===== config.mk =====
export PLATFORM = sky130hd
export DESIGN_NAME = optical_module_ctrl_status
export DESIGN_NICKNAME = d
export VERILOG_FILES = /design/src/optical_module_pkg.sv /design/src/optical_module_ctrl_status.sv /design/src/two_wire_target.sv
export VERILOG_INCLUDE_DIRS = /design/src /design/src/src
export SDC_FILE = /design/constraint.sdc
export NUM_CORES = 1
export LEC_CHECK = 0
export ABC_AREA = 1
export BUFFER_PORTS_ARGS = -buffer_cell sky130_fd_sc_hd__buf_2
export CORE_MARGIN = 2
export CORE_UTILIZATION = 50
export CTS_BUF_LIST = sky130_fd_sc_hd__clkbuf_16
export DETAILED_ROUTE_END_ITERATION = 12
export GPL_TIMING_DRIVEN = 0
export PLACE_DENSITY = 0.73
export SLEW_MARGIN = 20
export SYNTH_ARGS = -nofsm -noshare
export SYNTH_HDL_FRONTEND = slang
export SYNTH_SLANG_ARGS = --single-unit

===== constraint.sdc =====
create_clock -name sys_clk -period 2.45 [get_ports sys_clk]
set_input_delay 0.6125 -clock sys_clk [delete_from_list [all_inputs] [get_ports sys_clk]]
set_output_delay 0.6125 -clock sys_clk [all_outputs]
set_load 0.03 [all_outputs]

===== src/optical_module_params.svh =====
// constants of the optical module control and management block
`ifndef OPTICAL_MODULE_PARAMS_SVH
`define OPTICAL_MODULE_PARAMS_SVH

// two-wire device addresses, 8-bit form with the read/write bit clear
`define DEV_ADDR_ID 8'ha0
`define DEV_ADDR_DIAG 8'ha2
`define DEV_ADDR_TEST 8'hb0

// diagnostic memory layout
`define DIAG_STATUS_OFFSET 8'h6e
`define STATUS_FAULT_BIT 2
`define STATUS_LOST_BIT 1
`define DIAG_MON_BASE 8'h60
`define DIAG_STATUS_RESET 8'h00

// identification memory contents
`define ID_BYTE0_OFFSET 8'h00
`define ID_BYTE0_VALUE 8'h80
`define ID_BYTE1_OFFSET 8'h01
`define ID_BYTE1_VALUE 8'h04
`define ID_VENDOR_OFFSET 8'h25

// host spacing between transmit-shutdown assertions
`define TX_DIS_SPACING_MS 10
`define CLK_KHZ 50000

// calibration defaults: unity slope in 8.8 fixed point, zero offset
`define CAL_SLOPE_UNITY 16'h0100
`define CAL_OFFSET_ZERO 16'h0000
`define EYE_SAFE_LIMIT 16'hf000

`endif


===== src/optical_module_pkg.sv =====
// types of the optical module control and management block
package optical_module_pkg;
    localparam int MON_CHANNELS = 5;
    typedef logic [15:0] mon_word_t;
    typedef mon_word_t [MON_CHANNELS-1:0] mon_array_t;
    typedef enum logic [2:0] {
        MON_TEMP,
        MON_VCC,
        MON_BIAS,
        MON_TX_POWER,
        MON_RX_POWER
    } mon_chan_t;
    typedef enum {
        ST_IDLE, ST_DEV, ST_ACK_DEV, ST_WADDR, ST_ACK_WADDR,
        ST_WDATA, ST_ACK_WDATA, ST_RDATA, ST_RACK
    } tw_state_t;
    typedef struct packed {
        logic page;
        logic [7:0] addr;
    } mem_req_t;
endpackage


===== src/optical_module_ctrl_status.sv =====
// control, status and management logic of the optical transceiver module
//
// Contract
// - The transmitter is off while the shutdown input is high and on while it is low.
// - An open shutdown input reads high through the pad pull-up, so the laser stays off.
// - A high-then-low cycle of the shutdown input clears the fault state and restores output.
// - A catastrophic laser fault turns the laser off and raises the fault output.
// - The fault output stays latched until the shutdown input is toggled or power is cycled.
// - The fault state reads as bit 2 of status byte 110 at the diagnostic address.
// - An eye-safety monitor on output power turns the transmitter off and raises the fault.
// - The loss-of-signal output is low with usable input power and high when it is unusable.
// - The loss-of-signal state reads as bit 1 of status byte 110 at the diagnostic address.
// - Reads at address 0xA0 return a 256-byte identification memory, offsets 0 to 255.
// - Address 0xB0 is reserved for internal test use and is not answered for the host.
// - Address 0xA2 holds a 256-byte diagnostic memory with five live monitor values.
// - Monitor values are calibrated inside the module before they are reported.
`timescale 1ns/100ps
`default_nettype none
`include "optical_module_params.svh"

module optical_module_ctrl_status #(
    parameter logic [15:0] VENDOR_CODE = 16'h5a5a, // arbitrary value
    parameter logic [15:0] EYE_SAFE_LIMIT = `EYE_SAFE_LIMIT,
    parameter logic [4:0][15:0] CAL_SLOPE = {5{`CAL_SLOPE_UNITY}},
    parameter logic [4:0][15:0] CAL_OFFSET = {5{`CAL_OFFSET_ZERO}}
) (
    input wire logic sys_clk,
    input wire logic arst_n,
    input wire logic tx_disable,
    input wire logic laser_fault_detect,
    input wire logic signal_detect,
    input wire optical_module_pkg::mon_array_t mon_raw,
    input wire logic scl_in,
    input wire logic sda_in,
    output logic sda_out,
    output logic sda_oe_n,
    output logic laser_enable,
    output logic tx_fault,
    output logic tx_fault_out,
    output logic tx_fault_oe_n,
    output logic receive_input_lost,
    output logic receive_input_lost_out,
    output logic receive_input_lost_oe_n
);
    import optical_module_pkg::*;

    logic tx_disable_q_reg;
    logic fault_reg;
    logic fault_set;
    logic fault_clear;
    logic eye_unsafe_reg;
    logic laser_enable_reg;
    logic optical_input_lost_reg;
    mon_array_t cal_reg;
    mem_req_t mem_req;
    logic [7:0] rd_byte;
    logic [7:0] status_byte;
    logic [7:0] id_byte;
    logic [7:0] diag_byte;
    logic [7:0] mon_index;

    // per-channel calibration: 8.8 slope then offset, one cycle of latency
    genvar ch;
    generate
        for (ch = 0; ch < MON_CHANNELS; ch++) begin : g_cal
            logic [31:0] product;
            assign product = 32'(mon_raw[ch]) * 32'(CAL_SLOPE[ch]);
            always_ff @(posedge sys_clk or negedge arst_n) begin
                if (!arst_n) begin
                    cal_reg[ch] <= 16'h0000;
                end else begin
                    cal_reg[ch] <= product[23:8] + CAL_OFFSET[ch];
                end
            end
        end
    endgenerate

    // eye safety looks at the calibrated transmit power every cycle
    always_ff @(posedge sys_clk or negedge arst_n) begin
        if (!arst_n) begin
            eye_unsafe_reg <= 1'b0;
        end else begin
            eye_unsafe_reg <= (cal_reg[MON_TX_POWER] > EYE_SAFE_LIMIT);
        end
    end

    // reset value high: treats the shutdown pin as asserted until sampled
    always_ff @(posedge sys_clk or negedge arst_n) begin
        if (!arst_n) begin
            tx_disable_q_reg <= 1'b1;
        end else begin
            tx_disable_q_reg <= tx_disable;
        end
    end

    assign fault_set = laser_fault_detect | eye_unsafe_reg;
    // only the falling edge ends a toggle, so an assert-then-deassert clears
    assign fault_clear = tx_disable_q_reg & ~tx_disable;

    // a new fault in the clearing cycle wins, so no fault is lost
    always_ff @(posedge sys_clk or negedge arst_n) begin
        if (!arst_n) begin
            fault_reg <= 1'b0;
        end else if (fault_set) begin
            fault_reg <= 1'b1;
        end else if (fault_clear) begin
            fault_reg <= 1'b0;
        end
    end

    // laser held off through reset; pad pull-up makes an open pin read high
    always_ff @(posedge sys_clk or negedge arst_n) begin
        if (!arst_n) begin
            laser_enable_reg <= 1'b0;
        end else begin
            laser_enable_reg <= ~tx_disable & ~fault_reg & ~fault_set;
        end
    end

    always_ff @(posedge sys_clk or negedge arst_n) begin
        if (!arst_n) begin
            optical_input_lost_reg <= 1'b1;
        end else begin
            optical_input_lost_reg <= ~signal_detect;
        end
    end

    assign laser_enable = laser_enable_reg;
    assign tx_fault = fault_reg;
    assign receive_input_lost = optical_input_lost_reg;
    // open-collector pins: pull low when the line should read low
    assign tx_fault_out = 1'b0;
    assign tx_fault_oe_n = fault_reg;
    assign receive_input_lost_out = 1'b0;
    assign receive_input_lost_oe_n = optical_input_lost_reg;

    // built from the live flops each time the target fetches the byte
    always_comb begin
        status_byte = `DIAG_STATUS_RESET;
        status_byte[`STATUS_FAULT_BIT] = fault_reg;
        status_byte[`STATUS_LOST_BIT] = optical_input_lost_reg;
    end

    // identification memory is constant; unlisted offsets read zero
    always_comb begin
        unique case (mem_req.addr)
            `ID_BYTE0_OFFSET: id_byte = `ID_BYTE0_VALUE;
            `ID_BYTE1_OFFSET: id_byte = `ID_BYTE1_VALUE;
            `ID_VENDOR_OFFSET: id_byte = VENDOR_CODE[15:8];
            `ID_VENDOR_OFFSET + 8'h01: id_byte = VENDOR_CODE[7:0];
            default: id_byte = 8'h00;
        endcase
    end

    // monitors sit as big-endian words from the monitor base upward
    always_comb begin
        mon_index = mem_req.addr - `DIAG_MON_BASE;
        diag_byte = 8'h00;
        if (mem_req.addr == `DIAG_STATUS_OFFSET) begin
            diag_byte = status_byte;
        end else if (mem_req.addr >= `DIAG_MON_BASE &&
                     mon_index < 8'(2 * MON_CHANNELS)) begin
            diag_byte = mon_index[0] ? cal_reg[mon_index[3:1]][7:0]
                                     : cal_reg[mon_index[3:1]][15:8];
        end
    end

    assign rd_byte = mem_req.page ? diag_byte : id_byte;

    two_wire_target u_target (
        .sys_clk(sys_clk),
        .arst_n(arst_n),
        .scl_in(scl_in),
        .sda_in(sda_in),
        .sda_out(sda_out),
        .sda_oe_n(sda_oe_n),
        .mem_req(mem_req),
        .rd_byte(rd_byte)
    );
endmodule // optical_module_ctrl_status

`default_nettype wire


===== src/two_wire_target.sv =====
// two-wire serial memory target answering at the identity and diagnostic addresses
`timescale 1ns/100ps
`default_nettype none
`include "optical_module_params.svh"

module two_wire_target (
    input wire logic sys_clk,
    input wire logic arst_n,
    input wire logic scl_in,
    input wire logic sda_in,
    output logic sda_out,
    output logic sda_oe_n,
    output var optical_module_pkg::mem_req_t mem_req,
    input wire logic [7:0] rd_byte
);
    import optical_module_pkg::*;

    tw_state_t state_reg;
    logic scl_q_reg;
    logic sda_q_reg;
    logic [7:0] shift_reg;
    logic [3:0] bit_cnt_reg;
    logic [7:0] ptr_reg;
    logic page_reg;
    logic read_reg;
    logic drive_reg;
    logic scl_rise;
    logic scl_fall;
    logic start_seen;
    logic stop_seen;
    logic byte_full;

    assign scl_rise = scl_in & ~scl_q_reg;
    assign scl_fall = ~scl_in & scl_q_reg;
    assign start_seen = scl_in & scl_q_reg & sda_q_reg & ~sda_in;
    assign stop_seen = scl_in & scl_q_reg & ~sda_q_reg & sda_in;
    assign byte_full = (bit_cnt_reg == 4'h8);

    always_ff @(posedge sys_clk or negedge arst_n) begin
        if (!arst_n) begin
            scl_q_reg <= 1'b1;
            sda_q_reg <= 1'b1;
        end else begin
            scl_q_reg <= scl_in;
            sda_q_reg <= sda_in;
        end
    end

    // the target only ever pulls low, so the data output level is fixed
    always_ff @(posedge sys_clk or negedge arst_n) begin
        if (!arst_n) begin
            state_reg <= ST_IDLE;
            shift_reg <= 8'h00;
            bit_cnt_reg <= 4'h0;
            ptr_reg <= 8'h00;
            page_reg <= 1'b0;
            read_reg <= 1'b0;
            drive_reg <= 1'b0;
        end else if (start_seen) begin
            // repeated start keeps the pointer, giving random reads
            state_reg <= ST_DEV;
            bit_cnt_reg <= 4'h0;
            drive_reg <= 1'b0;
        end else if (stop_seen) begin
            state_reg <= ST_IDLE;
            drive_reg <= 1'b0;
        end else if (scl_rise) begin
            unique case (state_reg)
                ST_DEV, ST_WADDR, ST_WDATA: begin
                    shift_reg <= {shift_reg[6:0], sda_in};
                    bit_cnt_reg <= bit_cnt_reg + 4'h1;
                end
                ST_RACK: begin
                    if (sda_in) begin
                        state_reg <= ST_IDLE;
                    end
                end
                default: begin
                end
            endcase
        end else if (scl_fall) begin
            unique case (state_reg)
                ST_DEV: begin
                    if (byte_full) begin
                        // the test address and all others get no acknowledge
                        if (shift_reg[7:1] == `DEV_ADDR_ID >> 1 ||
                            shift_reg[7:1] == `DEV_ADDR_DIAG >> 1) begin
                            drive_reg <= 1'b1;
                            page_reg <= shift_reg[1];
                            read_reg <= shift_reg[0];
                            state_reg <= ST_ACK_DEV;
                        end else begin
                            state_reg <= ST_IDLE;
                        end
                    end
                end
                ST_ACK_DEV, ST_RACK: begin
                    if (read_reg) begin
                        shift_reg <= rd_byte;
                        drive_reg <= ~rd_byte[7];
                        bit_cnt_reg <= 4'h1;
                        state_reg <= ST_RDATA;
                    end else begin
                        drive_reg <= 1'b0;
                        bit_cnt_reg <= 4'h0;
                        state_reg <= ST_WADDR;
                    end
                end
                ST_WADDR: begin
                    if (byte_full) begin
                        ptr_reg <= shift_reg;
                        drive_reg <= 1'b1;
                        state_reg <= ST_ACK_WADDR;
                    end
                end
                ST_WDATA: begin
                    // memories are read-only: data is acknowledged and dropped
                    if (byte_full) begin
                        ptr_reg <= ptr_reg + 8'h01;
                        drive_reg <= 1'b1;
                        state_reg <= ST_ACK_WDATA;
                    end
                end
                ST_ACK_WADDR, ST_ACK_WDATA: begin
                    drive_reg <= 1'b0;
                    bit_cnt_reg <= 4'h0;
                    state_reg <= ST_WDATA;
                end
                ST_RDATA: begin
                    if (byte_full) begin
                        drive_reg <= 1'b0;
                        ptr_reg <= ptr_reg + 8'h01;
                        state_reg <= ST_RACK;
                    end else begin
                        drive_reg <= ~shift_reg[6];
                        shift_reg <= {shift_reg[6:0], 1'b0};
                        bit_cnt_reg <= bit_cnt_reg + 4'h1;
                    end
                end
                ST_IDLE: begin
                end
            endcase
        end
    end

    assign sda_out = 1'b0;
    assign sda_oe_n = ~drive_reg;
    // one driver for the whole request word
    assign mem_req = '{page: page_reg, addr: ptr_reg};
endmodule // two_wire_target

`default_nettype wire


==> metrics.md, run 1 <==
| Metric | Value |
|---|---|
| Setup violators final | `0` |
| H-tree depth | `4` |
| Max Root-Sink Buffers | `2` |
| Filler cell count | `842` |
| Final slew viol count | `0` |
| Pleak | `3.123 nW` |
| RR Endpoint | `u_target.shift_reg[6]$_DFFE_PN0P_` |
| Dpl hpwl | `8.623 mm` |
| Hold_ws | `0.1212 ns` |
| Final WS setup | `roughly 0.27 ns` |
| Synth-to-Final Area Change | `24.43%` |
| Share of layout cells above drive strength 1 | `0.2414` |
| Power Internal | `approximately 3.7 mW` |
| Final hold vios | `0` |
| CTS Buf Count | `17` |
| DR top layer | `met4` |
| GPL Wtd Cong | `~0.92` |
| Critical path startpoint | `u_target.ptr_reg[0]$_DFFE_PN0P_` |
| Synth Area per Inst | `8.874 sq um` |
| Sequential share of power | `0.418` |
| IO buf count | `92` |
| Comb power frac | `0.123` |
| Yosys cell types | `37` |
| Clock network fraction of total power | `0.459` |
| Largest net degree at the start of global routing | `71` |
| Initial drt markers | `between 150 and 200` |
| Wirelength per Cell | `around 14 um` |
| Post-cts resize count | `0` |
| Worst Tran Pin Value | `0.5560 ns` |
| # diodes | `0` |
| Post-route DRC | `0` |
| Insertion delay to the later sink of the worst-skew pair | `around 0.42 ns` |
| Synth Instances | `573` |
| Peak supply drop | `0.6781 mV` |
| Worst Skew | `0.007135 ns` |
| Remaining antenna violation count | `0` |
| Rows | `36` |
| Pwr/cell area | `815.9 nW/um^2` |
| Starting density of the core | `0.5178` |
| Most frequent cells in the layout | `nand2_1, dfrtp_1, buf_2` |
| Most common cell after layout, fill and taps aside | `nand2_1` |
| Register area share after synthesis | `0.5620` |
| Critical path peak fanout | `11` |
| Die width | `104.8 um` |
| Largest register FFs | `80` |
| Slew headroom | `0.6293` |
| Seq cells post-synth | `114` |
| Yosys warnings | `0` |
| # IOs | `96` |
| Max-cap viol count | `0` |
| Switching Share | `0.2842` |
| First-pass GRT wire length | `20.17 mm` |
| Gr usage total | `0.2332` |
| Reg2reg start | `u_target.ptr_reg[0]$_DFFE_PN0P_` |
| Met2 WL | `6.032 mm` |
| Final WL | `11.85 mm` |
| Die area | `10990 sq um` |
| Post-route insts no fill | `~830` |
| Inst Count DP | `around 800` |
| Overflow after GRT | `0` |
| Final Cycle Share | `0.8881` |
| Post-CTS setup buffers | `0` |
| Req. time, crit path | `2.76 ns` |
| Fin crit period | `2.176 ns` |
| Post-synthesis cell area | `5085 sq um` |
| Vias after detailed routing | `roughly 4300` |
| Clock Sinks | `114` |
| Core area | `9819 sq um` |
| Status | `finished clean` |
| CP Class | `reg -> reg` |
| Worst EP arrival | `between 2 and 2.5 ns` |
| Peak Freq | `0.4596 GHz` |
| Setup TNS | `0 ns` |
| NumNets Final | `784` |
| Worst hold path type | `in -> async` |
| Post-route core utilization | `0.6444` |
| Vias in the first global route | `4390` |
| Cts hold-fix bufs | `0` |
| Initial antenna violation count | `0` |
| Pre-CTS WS | `0.1138 ns` |
| Die height | `104.8 um` |
| WL met3 | `674 um` |
| CTS tree | `done` |
| Critical path endpoint | `u_target.shift_reg[6]$_DFFE_PN0P_` |
| Pre-antenna DRT Iters | `6` |
| Root Driver | `clkbuf_16` |
| RSZ-0062 raised after global routing | `no` |
| Reg-to-reg slack, setup | `about 0.27 ns` |
| Routed met1 length | `4.989 mm` |
| Startpoint type of the worst setup path | `register` |
| Crit path capture type | `register` |
| Clock transition at path regs | `0.06 ns` |
| Drt via density | `5.203` |
| Sw power | `1.467 mW` |
| R2R cell count | `11` |
-- how the worst min path moves through the flow --
stage | slack, ns | to
floorplan | 0.32 | cal_reg[0]$_DFF_PN0_
global placement | 0.45 | laser_enable$_DFF_PN0_
detailed placement | 0.47 | laser_enable$_DFF_PN0_
CTS | 0.14 | u_target.ptr_reg[7]$_DFFE_PN0P_
global route | 0.15 | u_target.ptr_reg[7]$_DFFE_PN0P_
finish | 0.12 | u_target.ptr_reg[7]$_DFFE_PN0P_
-- worst max-delay path, cell delays in order, from the launching register on --
cell	delay [ns]
dfrtp_1	0.39
clkbuf_1	0.35
clkinv_1	0.40
ha_1	0.34
nor2_1	0.10
nor2_1	0.05
nand4_1	0.08
nand2_1	0.07
inv_1	0.10
nand2_1	0.08
nand2_1	0.07
nand2_1	0.04
-- layer usage --
layer	vias up	GRT usage
met5	-	0
met4	0	0.07238
met3	14	0.06238
met2	148	0.3956
met1	2069	0.2921
li1	2103	-
-- stage by stage --
step | power, mW | area, sq um
global route | 5.414 | 6327
global placement | 2.796 | 5719
detailed placement | 2.824 | 5753
CTS | 5.186 | 6327
finish | 5.162 | 6327
floorplan | 2.580 | 5092
-- cell usage after synthesis (all sizes together) --
cell type  count  area share
o31ai          3      0.0044
a31oi          2      0.0025
ha            10       0.025
a41oi          1      0.0017
dfstp          4       0.021
xor2           1      0.0017
conb           1     0.00074
nand3         70       0.070
xnor2          2      0.0034
nor2          37       0.033
a21oi         32       0.032
nand2        182        0.14
buf           20       0.027
a211oi         2      0.0064
nand4         10       0.012
inv           37       0.027
o211ai         4      0.0086
clkinv         3      0.0022
dfrtp        110        0.54
o21ai         28       0.028
o22ai          1      0.0012
nor3           3      0.0030
nand3b         2      0.0030
clkbuf         3      0.0022
nor4           5      0.0062
-- power groups by stage --
stage                     clock [mW]  combinational (mW)  sequential (mW)
after floorplan                    0               0.422             2.16
after global placement             0               0.612             2.18
after detailed placement           0               0.635             2.19
after CTS                       2.39               0.640             2.16
after global routing            2.50               0.741             2.18
final                           2.37               0.634             2.16
-- cells by family after synthesis --
| family | after synthesis | share of synthesized area |
|---|---|---|
| flops | 114 | 0.5620 |
| simple gates | 309 | 0.2638 |
| fa+ha+maj | 10 | 0.02461 |
| other cells | 1 | 0.0007375 |
| compound gates | 73 | 0.08538 |
| buf+inv | 63 | 0.05832 |
| xor+xnor | 3 | 0.005168 |
-- layout make-up --
cell class                      instances  area [sq um]  area share
Buffer                                 23         146.4     0.02314
Clock buffer                           17         425.4     0.06723
Clock inverter                         15         148.9     0.02353
Inverter                               40         150.1     0.02373
Multi-Input combinational cell        398          1938      0.3063
Sequential cell                       114          2858      0.4517
Tap cell                              133         166.4     0.02630
Timing Repair Buffer                   93         494.2     0.07811
Note: power is estimated with default switching activity, not from simulation.
==> run 2: changes to the inputs <==
--- a/config.mk
+++ b/config.mk
@@ -6,7 +6,7 @@
 export SDC_FILE = /design/constraint.sdc
 export NUM_CORES = 1
 export LEC_CHECK = 0
-export ABC_AREA = 1
+export ABC_AREA = 0
 export BUFFER_PORTS_ARGS = -buffer_cell sky130_fd_sc_hd__buf_2
 export CORE_MARGIN = 2
 export CORE_UTILIZATION = 50
==> metrics.md, run 2 <==
| Metric | Value |
|---|---|
| Wirelength per Cell | `17.67 um (was 14.23 um)` |
| Worst Skew | `0.009387 ns (was 0.007135 ns)` |
| Status | `finished clean (unchanged)` |
| RSZ-0062 raised after global routing | `no (unchanged)` |
| Worst Tran Pin Value | `0.6724 ns (was 0.5560 ns)` |
| CTS tree | `done (unchanged)` |
| Max Root-Sink Buffers | `2 (unchanged)` |
| Pleak | `2.840 nW (was 3.123 nW)` |
| Synth cell count leaders | `dfrtp_1, a21oi_1, nand2_1, nor2_1, o21ai_0 (was nand2_1, dfrtp_1, nand3_1)` |
| Max stage delay cell, worst path | `dfrtp_1 (was clkinv_1)` |
| Post-synth top area share | `0.5383 (was 0.5413)` |
| NumNets Final | `672 (was 784)` |
| Setup violators final | `0 (unchanged)` |
| Post-synthesis cell area | `5114 sq um (was 5085 sq um)` |
| Fin crit period | `2.290 ns (was 2.176 ns)` |
| CP Class | `reg -> reg (unchanged)` |
| Pre-antenna DRT Iters | `5 (was 6)` |
| Async SR Flop Fraction | `1.000 (unchanged)` |
| # diodes | `0 (unchanged)` |
| Die height | `105.1 um (was 104.8 um)` |
| IO buf count | `92 (unchanged)` |
| Largest register FFs | `80 (unchanged)` |
| Remaining antenna violation count | `0 (unchanged)` |
| Power Total | `4.916 mW (was 5.162 mW)` |
| Max-cap viol count | `0 (unchanged)` |
| R2R cell count | `7 (was 11)` |
| Overflow after GRT | `0 (unchanged)` |
| Clock transition at path regs | `0.06 ns (about the same)` |
| Synth-to-Final Area Change | `24.61% (was 24.43%)` |
| Yosys cell types | `61 (was 37)` |
| Worst EP arrival | `2.65 ns (was 2.49 ns)` |
| Largest net degree at the start of global routing | `69 (was 71)` |
| Final WL | `12.74 mm (was 11.85 mm)` |
| Synth Area per Inst | `11.09 sq um (was 8.874 sq um)` |
| RR Endpoint | `u_target.shift_reg[7]$_DFFE_PN0P_ (was u_target.shift_reg[6]$_DFFE_PN0P_)` |
| Dpl hpwl | `8.934 mm (was 8.623 mm)` |
| Drt via density | `5.761 (was 5.203)` |
| Die width | `105.1 um (was 104.8 um)` |
| Synth Instances | `461 (was 573)` |
| Crit path capture type | `register (unchanged)` |
| GPL Wtd Cong | `0.9260 (was 0.9174)` |
| Die area | `11050 sq um (was 10990 sq um)` |
| Reg2reg start | `u_target.ptr_reg[5]$_DFFE_PN0P_ (was u_target.ptr_reg[0]$_DFFE_PN0P_)` |
| Root Driver | `clkbuf_16 (unchanged)` |
| Critical path peak fanout | `8 (was 11)` |
| Register area share after synthesis | `0.5588 (was 0.5620)` |
| Most common cell after layout, fill and taps aside | `dfrtp_1 (was nand2_1)` |
| Post-CTS setup buffers | `0 (unchanged)` |
| Post-route DRC | `0 (unchanged)` |
| Post-route core utilization | `0.6460 (was 0.6444)` |
| # IOs | `96 (unchanged)` |
| Seq cells post-synth | `114 (unchanged)` |
| Vias in the first global route | `4325 (was 4390)` |
| Pwr/cell area | `771.5 nW/um^2 (was 815.9 nW/um^2)` |
| Dominant cells by area after synthesis | `dfrtp_1, a21oi_1, o21ai_0 (was dfrtp_1, nand2_1, nand3_1)` |
| Peak supply drop | `0.5827 mV (was 0.6781 mV)` |
| CP peak stage delay | `0.50 ns (was 0.40 ns)` |
| Peak Freq | `0.4367 GHz (was 0.4596 GHz)` |
| Initial drt markers | `386 (was 170)` |
| Share of layout cells above drive strength 1 | `0.2891 (was 0.2414)` |
| Post-route insts no fill | `721 (was 833)` |
| Setup TNS | `0 ns (unchanged)` |
| First-pass GRT wire length | `20.93 mm (was 20.17 mm)` |
| Insertion delay to the later sink of the worst-skew pair | `0.41 ns (was 0.42 ns)` |
| Inst Count DP | `689 (was 801)` |
| Most frequent cells in the layout | `dfrtp_1, buf_2, a21oi_1 (was nand2_1, dfrtp_1, buf_2)` |
| Yosys warnings | `0 (unchanged)` |
| Worst hold path type | `in -> async (unchanged)` |
| Clock Sinks | `114 (unchanged)` |
| Worst-path cell chain | `ha_1 -> nand3_1 -> mux2_2 -> nor4_4 -> o21ai_0 -> a311oi_1 -> a21o_1 (was clkbuf_1 -> clkinv_1 -> ha_1 -> nor2_1 -> nor2_1 -> nand4_1 -> nand2_1 -> inv_1 -> nand2_1 -> nand2_1 -> nand2_1)` |
| Req. time, crit path | `2.81 ns (was 2.76 ns)` |
| Slew headroom | `0.5510 (was 0.6293)` |
| Final hold vios | `0 (unchanged)` |
| Core area | `9864 sq um (was 9819 sq um)` |
| Gr usage total | `0.2448 (was 0.2332)` |
| CTS Buf Count | `17 (unchanged)` |
| Hold_ws | `0.1331 ns (was 0.1212 ns)` |
| Ys flop type | `dfrtp_1 (unchanged)` |
| Final Cycle Share | `0.9346 (was 0.8881)` |
| Starting density of the core | `0.5184 (was 0.5178)` |
| Reg-to-reg slack, setup | `0.16 ns (was 0.27 ns)` |
| Yosys top cell by area | `dfrtp_1 (unchanged)` |
| Vias after detailed routing | `4154 (was 4334)` |
| Rows | `36 (unchanged)` |
| H-tree depth | `4 (unchanged)` |
| Most frequent cell after synthesis | `dfrtp_1 (was nand2_1)` |
| Initial antenna violation count | `0 (unchanged)` |
| Final slew viol count | `0 (unchanged)` |
| Startpoint type of the worst setup path | `register (unchanged)` |
| Post-synth EDFFs | `0 (unchanged)` |
## run 2: final cells by class
class                      instances  area [sq um]
clock buffer                      17         425.4
fill                             766          3492
inverter                          12         45.04
clock inverter                    15         145.1
buffer                            29         160.2
timing repair buffer              93         494.2
multi-input combinational        308          2078
tap                              133         166.4
sequential                       114          2858
## run 2: logic make-up after synthesis
logic type,count (synthesis),share of synthesized area
adders and majority gates,10,0.02447
muxes,26,0.06337
and+or+nand+nor,144,0.1497
DFF,114,0.5588
AOI/OAI and AO/OA,123,0.1605
other,1,0.0007333
buffers and inverters,41,0.03890
xor gates and xnor gates,2,0.003426
## run 2: worst max-delay path, delay by kind of cell, from the launching register on
kind                     cells  cell delay, ns
multiplexers                 1            0.30
AO/OA/AOI/OAI                3            0.75
adder cells (fa/ha/maj)      1            0.27
AND/OR/NAND/NOR              2            0.41
flip-flops                   1            0.50
## run 2: worst max path at each step
| stage | to | slack [ns] | start | depth (start not counted) |
|---|---|---|---|---|
| final | u_target.shift_reg[7]$_DFFE_PN0P_ | 0.16 | u_target.ptr_reg[5]$_DFFE_PN0P_ | 7 |
| after global routing | u_target.shift_reg[2]$_DFFE_PN0P_ | 0.02 | u_target.scl_q_reg$_DFF_PN1_ | 8 |
| after CTS | u_target.shift_reg[5]$_DFFE_PN0P_ | 0.06 | u_target.ptr_reg[1]$_DFFE_PN0P_ | 8 |
| after detailed placement | u_target.bit_cnt_reg[3]$_DFFE_PN0P_ | -0.05 | scl_in | 7 |
| after global placement | cal_reg[40]$_DFF_PN0_ | -0.49 | arst_n | 1 |
| after floorplan | u_target.state_reg[2]$_DFFE_PN0P_ | 0.43 | scl_in | 6 |
## run 2: power breakdown
| group | internal (mW) | leakage (nW) | switching, mW | total [mW] |
|---|---|---|---|---|
| Clock | 1.48 | 0.273 | 0.864 | 2.35 |
| Combinational | 0.199 | 1.20 | 0.249 | 0.448 |
| Sequential | 2.02 | 1.37 | 0.0996 | 2.12 |
| Total | 3.70 | 2.84 | 1.21 | 4.92 |
## run 2: through the flow
stage	cell area, sq um	setup slack (ns)
6_report	6372	0.1602
5_1_grt	6372	0.01856
4_1_cts	6361	0.06006
3_5_place_dp	5782	-0.05170
3_3_place_gp	5748	-0.4921
2_1_floorplan	5121	0.4275
## run 2: metal layers
metal / wire length [um] / GRT usage
met4: 331 / 0.1152
met5: 0 / 0
met2: 6270 / 0.4063
met1: 5292 / 0.3076
met3: 846 / 0.04928
## run 2: repair_timing
action | 4_1_cts | 5_1_grt
gates resized for setup | 1 | 6
endpoints found under the setup margin | 2 | 6
hold buffers | 0 | 0
==> run 3: changes to the inputs <==
--- a/config.mk
+++ b/config.mk
@@ -8,7 +8,7 @@
 export LEC_CHECK = 0
 export ABC_AREA = 0
 export BUFFER_PORTS_ARGS = -buffer_cell sky130_fd_sc_hd__buf_2
-export CORE_MARGIN = 2
+export CORE_ASPECT_RATIO = 0.7
 export CORE_UTILIZATION = 50
 export CTS_BUF_LIST = sky130_fd_sc_hd__clkbuf_16
 export DETAILED_ROUTE_END_ITERATION = 12
==> metrics.md, run 3 (same netlist as run 2, synthesis figures left out) <==
| Metric | Value |
|---|---|
| Status | `finished clean (unchanged)` |
| Remaining antenna violation count | `0 (unchanged)` |
| Fin crit period | `2.358 ns (was 2.290 ns)` |
| Worst Skew | `0.006805 ns (was 0.009387 ns)` |
| Final WS setup | `0.09168 ns (was 0.1602 ns)` |
| Final Cycle Share | `0.9626 (was 0.9346)` |
| Startpoint type of the worst setup path | `register (unchanged)` |
| Root Driver | `clkbuf_16 (unchanged)` |
| Worst-path cell chain | `clkbuf_4 -> buf_4 -> clkbuf_1 -> o2bb2ai_1 -> o211ai_1 -> o21ai_0 -> a221oi_1 -> a21oi_1 (was ha_1 -> nand3_1 -> mux2_2 -> nor4_4 -> o21ai_0 -> a311oi_1 -> a21o_1)` |
| Drt via density | `5.834 (was 5.761)` |
| Post-route DRC | `0 (unchanged)` |
| Final slew viol count | `0 (unchanged)` |
| Max Root-Sink Buffers | `2 (unchanged)` |
| Insertion delay to the later sink of the worst-skew pair | `0.42 ns (was 0.41 ns)` |
| Slew headroom | `0.5701 (was 0.5510)` |
| Setup violators final | `0 (unchanged)` |
| Cell family with most CP delay | `buffers and inverters (was compound AO/OA/AOI/OAI gates)` |
| Power Total | `5.175 mW (was 4.916 mW)` |
| CTS Buf Count | `17 (unchanged)` |
| Critical path peak fanout | `10 (was 8)` |
| Post-route insts no fill | `716 (was 721)` |
| CTS tree | `done (unchanged)` |
| CP peak stage delay | `0.46 ns (was 0.50 ns)` |
| Clock Sinks | `114 (unchanged)` |
| Initial drt markers | `371 (was 386)` |
| Clock transition at path regs | `0.06 ns (about the same)` |
| Die area | `10640 sq um (was 11050 sq um)` |
| Worst Tran Pin Value | `0.6425 ns (was 0.6724 ns)` |
| Dpl hpwl | `9.673 mm (was 8.934 mm)` |
| Final hold vios | `0 (unchanged)` |
| Setup TNS | `0 ns (unchanged)` |
| Vias in the first global route | `4140 (was 4325)` |
| Final WL | `13.49 mm (was 12.74 mm)` |
| # IOs | `96 (unchanged)` |
| Peak Freq | `0.4240 GHz (was 0.4367 GHz)` |
| RSZ-0062 raised after global routing | `no (unchanged)` |
| CP Buf/Inv Count | `3 (was 0)` |
| Starting density of the core | `0.5220 (was 0.5184)` |
| Gr usage total | `0.2759 (was 0.2448)` |
| Post-DP Area | `5776 sq um (was 5782 sq um)` |
| Largest register FFs | `80 (unchanged)` |
| Pre-CTS WS | `-0.1043 ns (was -0.05170 ns)` |
| Final Cell Area | `6420 sq um (was 6372 sq um)` |
| # diodes | `0 (unchanged)` |
| Max-cap viol count | `0 (unchanged)` |
| IO buf count | `92 (unchanged)` |
| Req. time, crit path | `2.74 ns (was 2.81 ns)` |
| Worst hold path type | `in -> async (unchanged)` |
| Peak supply drop | `0.4706 mV (was 0.5827 mV)` |
| NumNets Final | `672 (unchanged)` |
| Post-CTS setup buffers | `0 (unchanged)` |
| H-tree depth | `4 (unchanged)` |
| Most common cell after layout, fill and taps aside | `dfrtp_1 (unchanged)` |
| Overflow after GRT | `0 (unchanged)` |
| Wirelength per Cell | `18.84 um (was 17.67 um)` |
| GPL Wtd Cong | `0.9015 (was 0.9260)` |
| Rows | `30 (was 36)` |
| Die height | `86.61 um (was 105.1 um)` |
| Reg-to-reg slack, setup | `0.09 ns (was 0.16 ns)` |
| Inst Count DP | `684 (was 689)` |
| Largest net degree at the start of global routing | `80 (was 69)` |
| First-pass GRT wire length | `21.36 mm (was 20.93 mm)` |
| Share of layout cells above drive strength 1 | `0.2959 (was 0.2891)` |
| Die width | `122.9 um (was 105.1 um)` |
| CP Class | `reg -> reg (unchanged)` |
| Core area | `9797 sq um (was 9864 sq um)` |
| Initial antenna violation count | `0 (unchanged)` |
| Most frequent cells in the layout | `dfrtp_1, buf_2, a21oi_1 (unchanged)` |
| Pwr/cell area | `806.1 nW/um^2 (was 771.5 nW/um^2)` |
| Max stage delay cell, worst path | `clkbuf_1 (was dfrtp_1)` |
| Crit path capture type | `register (unchanged)` |
| Synth-to-Final Area Change | `25.54% (was 24.61%)` |
| Worst EP arrival | `2.65 ns (about the same)` |
| Filler cell count | `733 (was 766)` |
| Pre-antenna DRT Iters | `5 (unchanged)` |
| Pleak | `2.863 nW (was 2.840 nW)` |
| Vias after detailed routing | `4177 (was 4154)` |
-- run 3: where the power goes --
part	internal, mW	total [mW]	switching [mW]
clock network	1.63	2.59	0.962
logic	0.199	0.458	0.259
registers	2.02	2.13	0.104
-- run 3: cell type report --
| cell class | instances | area, sq um | share of cell area |
|---|---|---|---|
| clock buffers | 17 | 425.4 | 0.06626 |
| clock inverters | 15 | 193.9 | 0.03021 |
| flip-flops and latches | 114 | 2858 | 0.4451 |
| plain buffers | 29 | 158.9 | 0.02475 |
| multi-input cells | 308 | 2085 | 0.3247 |
| repair buffers | 93 | 494.2 | 0.07698 |
| inverters | 12 | 45.04 | 0.007016 |
| well taps | 128 | 160.2 | 0.02495 |
-- run 3: per-layer routing --
| metal | GRT usage | vias up | routed length (um) |
|---|---|---|---|
| met5 | 0 | - | 0 |
| met1 | 0.3825 | 2067 | 6082 |
| li1 | - | 1902 | - |
| met2 | 0.4055 | 188 | 6003 |
| met3 | 0.09079 | 20 | 1222 |
| met4 | 0.09756 | 0 | 182 |
-- run 3: timing repair --
action	in CTS	in global routing
endpoints found under the setup margin	5	5
gates resized for setup	2	3
hold buffers	0	0
pin swaps	0	0
-- run 3: path summary, 6_finish.rpt --
kind,startpoint,endpoint,cells after the start
worst max-delay path,u_target.ptr_reg[1]$_DFFE_PN0P_,u_target.shift_reg[5]$_DFFE_PN0P_,8
worst min register to register,eye_unsafe_reg$_DFF_PN0_,laser_enable$_DFF_PN0_,1
max in group asynchronous,arst_n,u_target.scl_q_reg$_DFF_PN1_,2
worst min-delay path,arst_n,cal_reg[27]$_DFF_PN0_,1
min in group sys_clk,mon_raw[59],cal_reg[59]$_DFF_PN0_,1
worst max register to register,u_target.ptr_reg[1]$_DFFE_PN0P_,u_target.shift_reg[5]$_DFFE_PN0P_,8
-- run 3: stage by stage --
| step | hold slack [ns] | utilization |
|---|---|---|
| 2_1_floorplan | 0.3169 | - |
| 3_3_place_gp | 0.4314 | 0.5861 |
| 3_5_place_dp | 0.4310 | 0.5895 |
| 4_1_cts | 0.09052 | 0.6539 |
| 5_1_grt | 0.1033 | 0.6553 |
| 6_report | 0.08644 | 0.6553 |
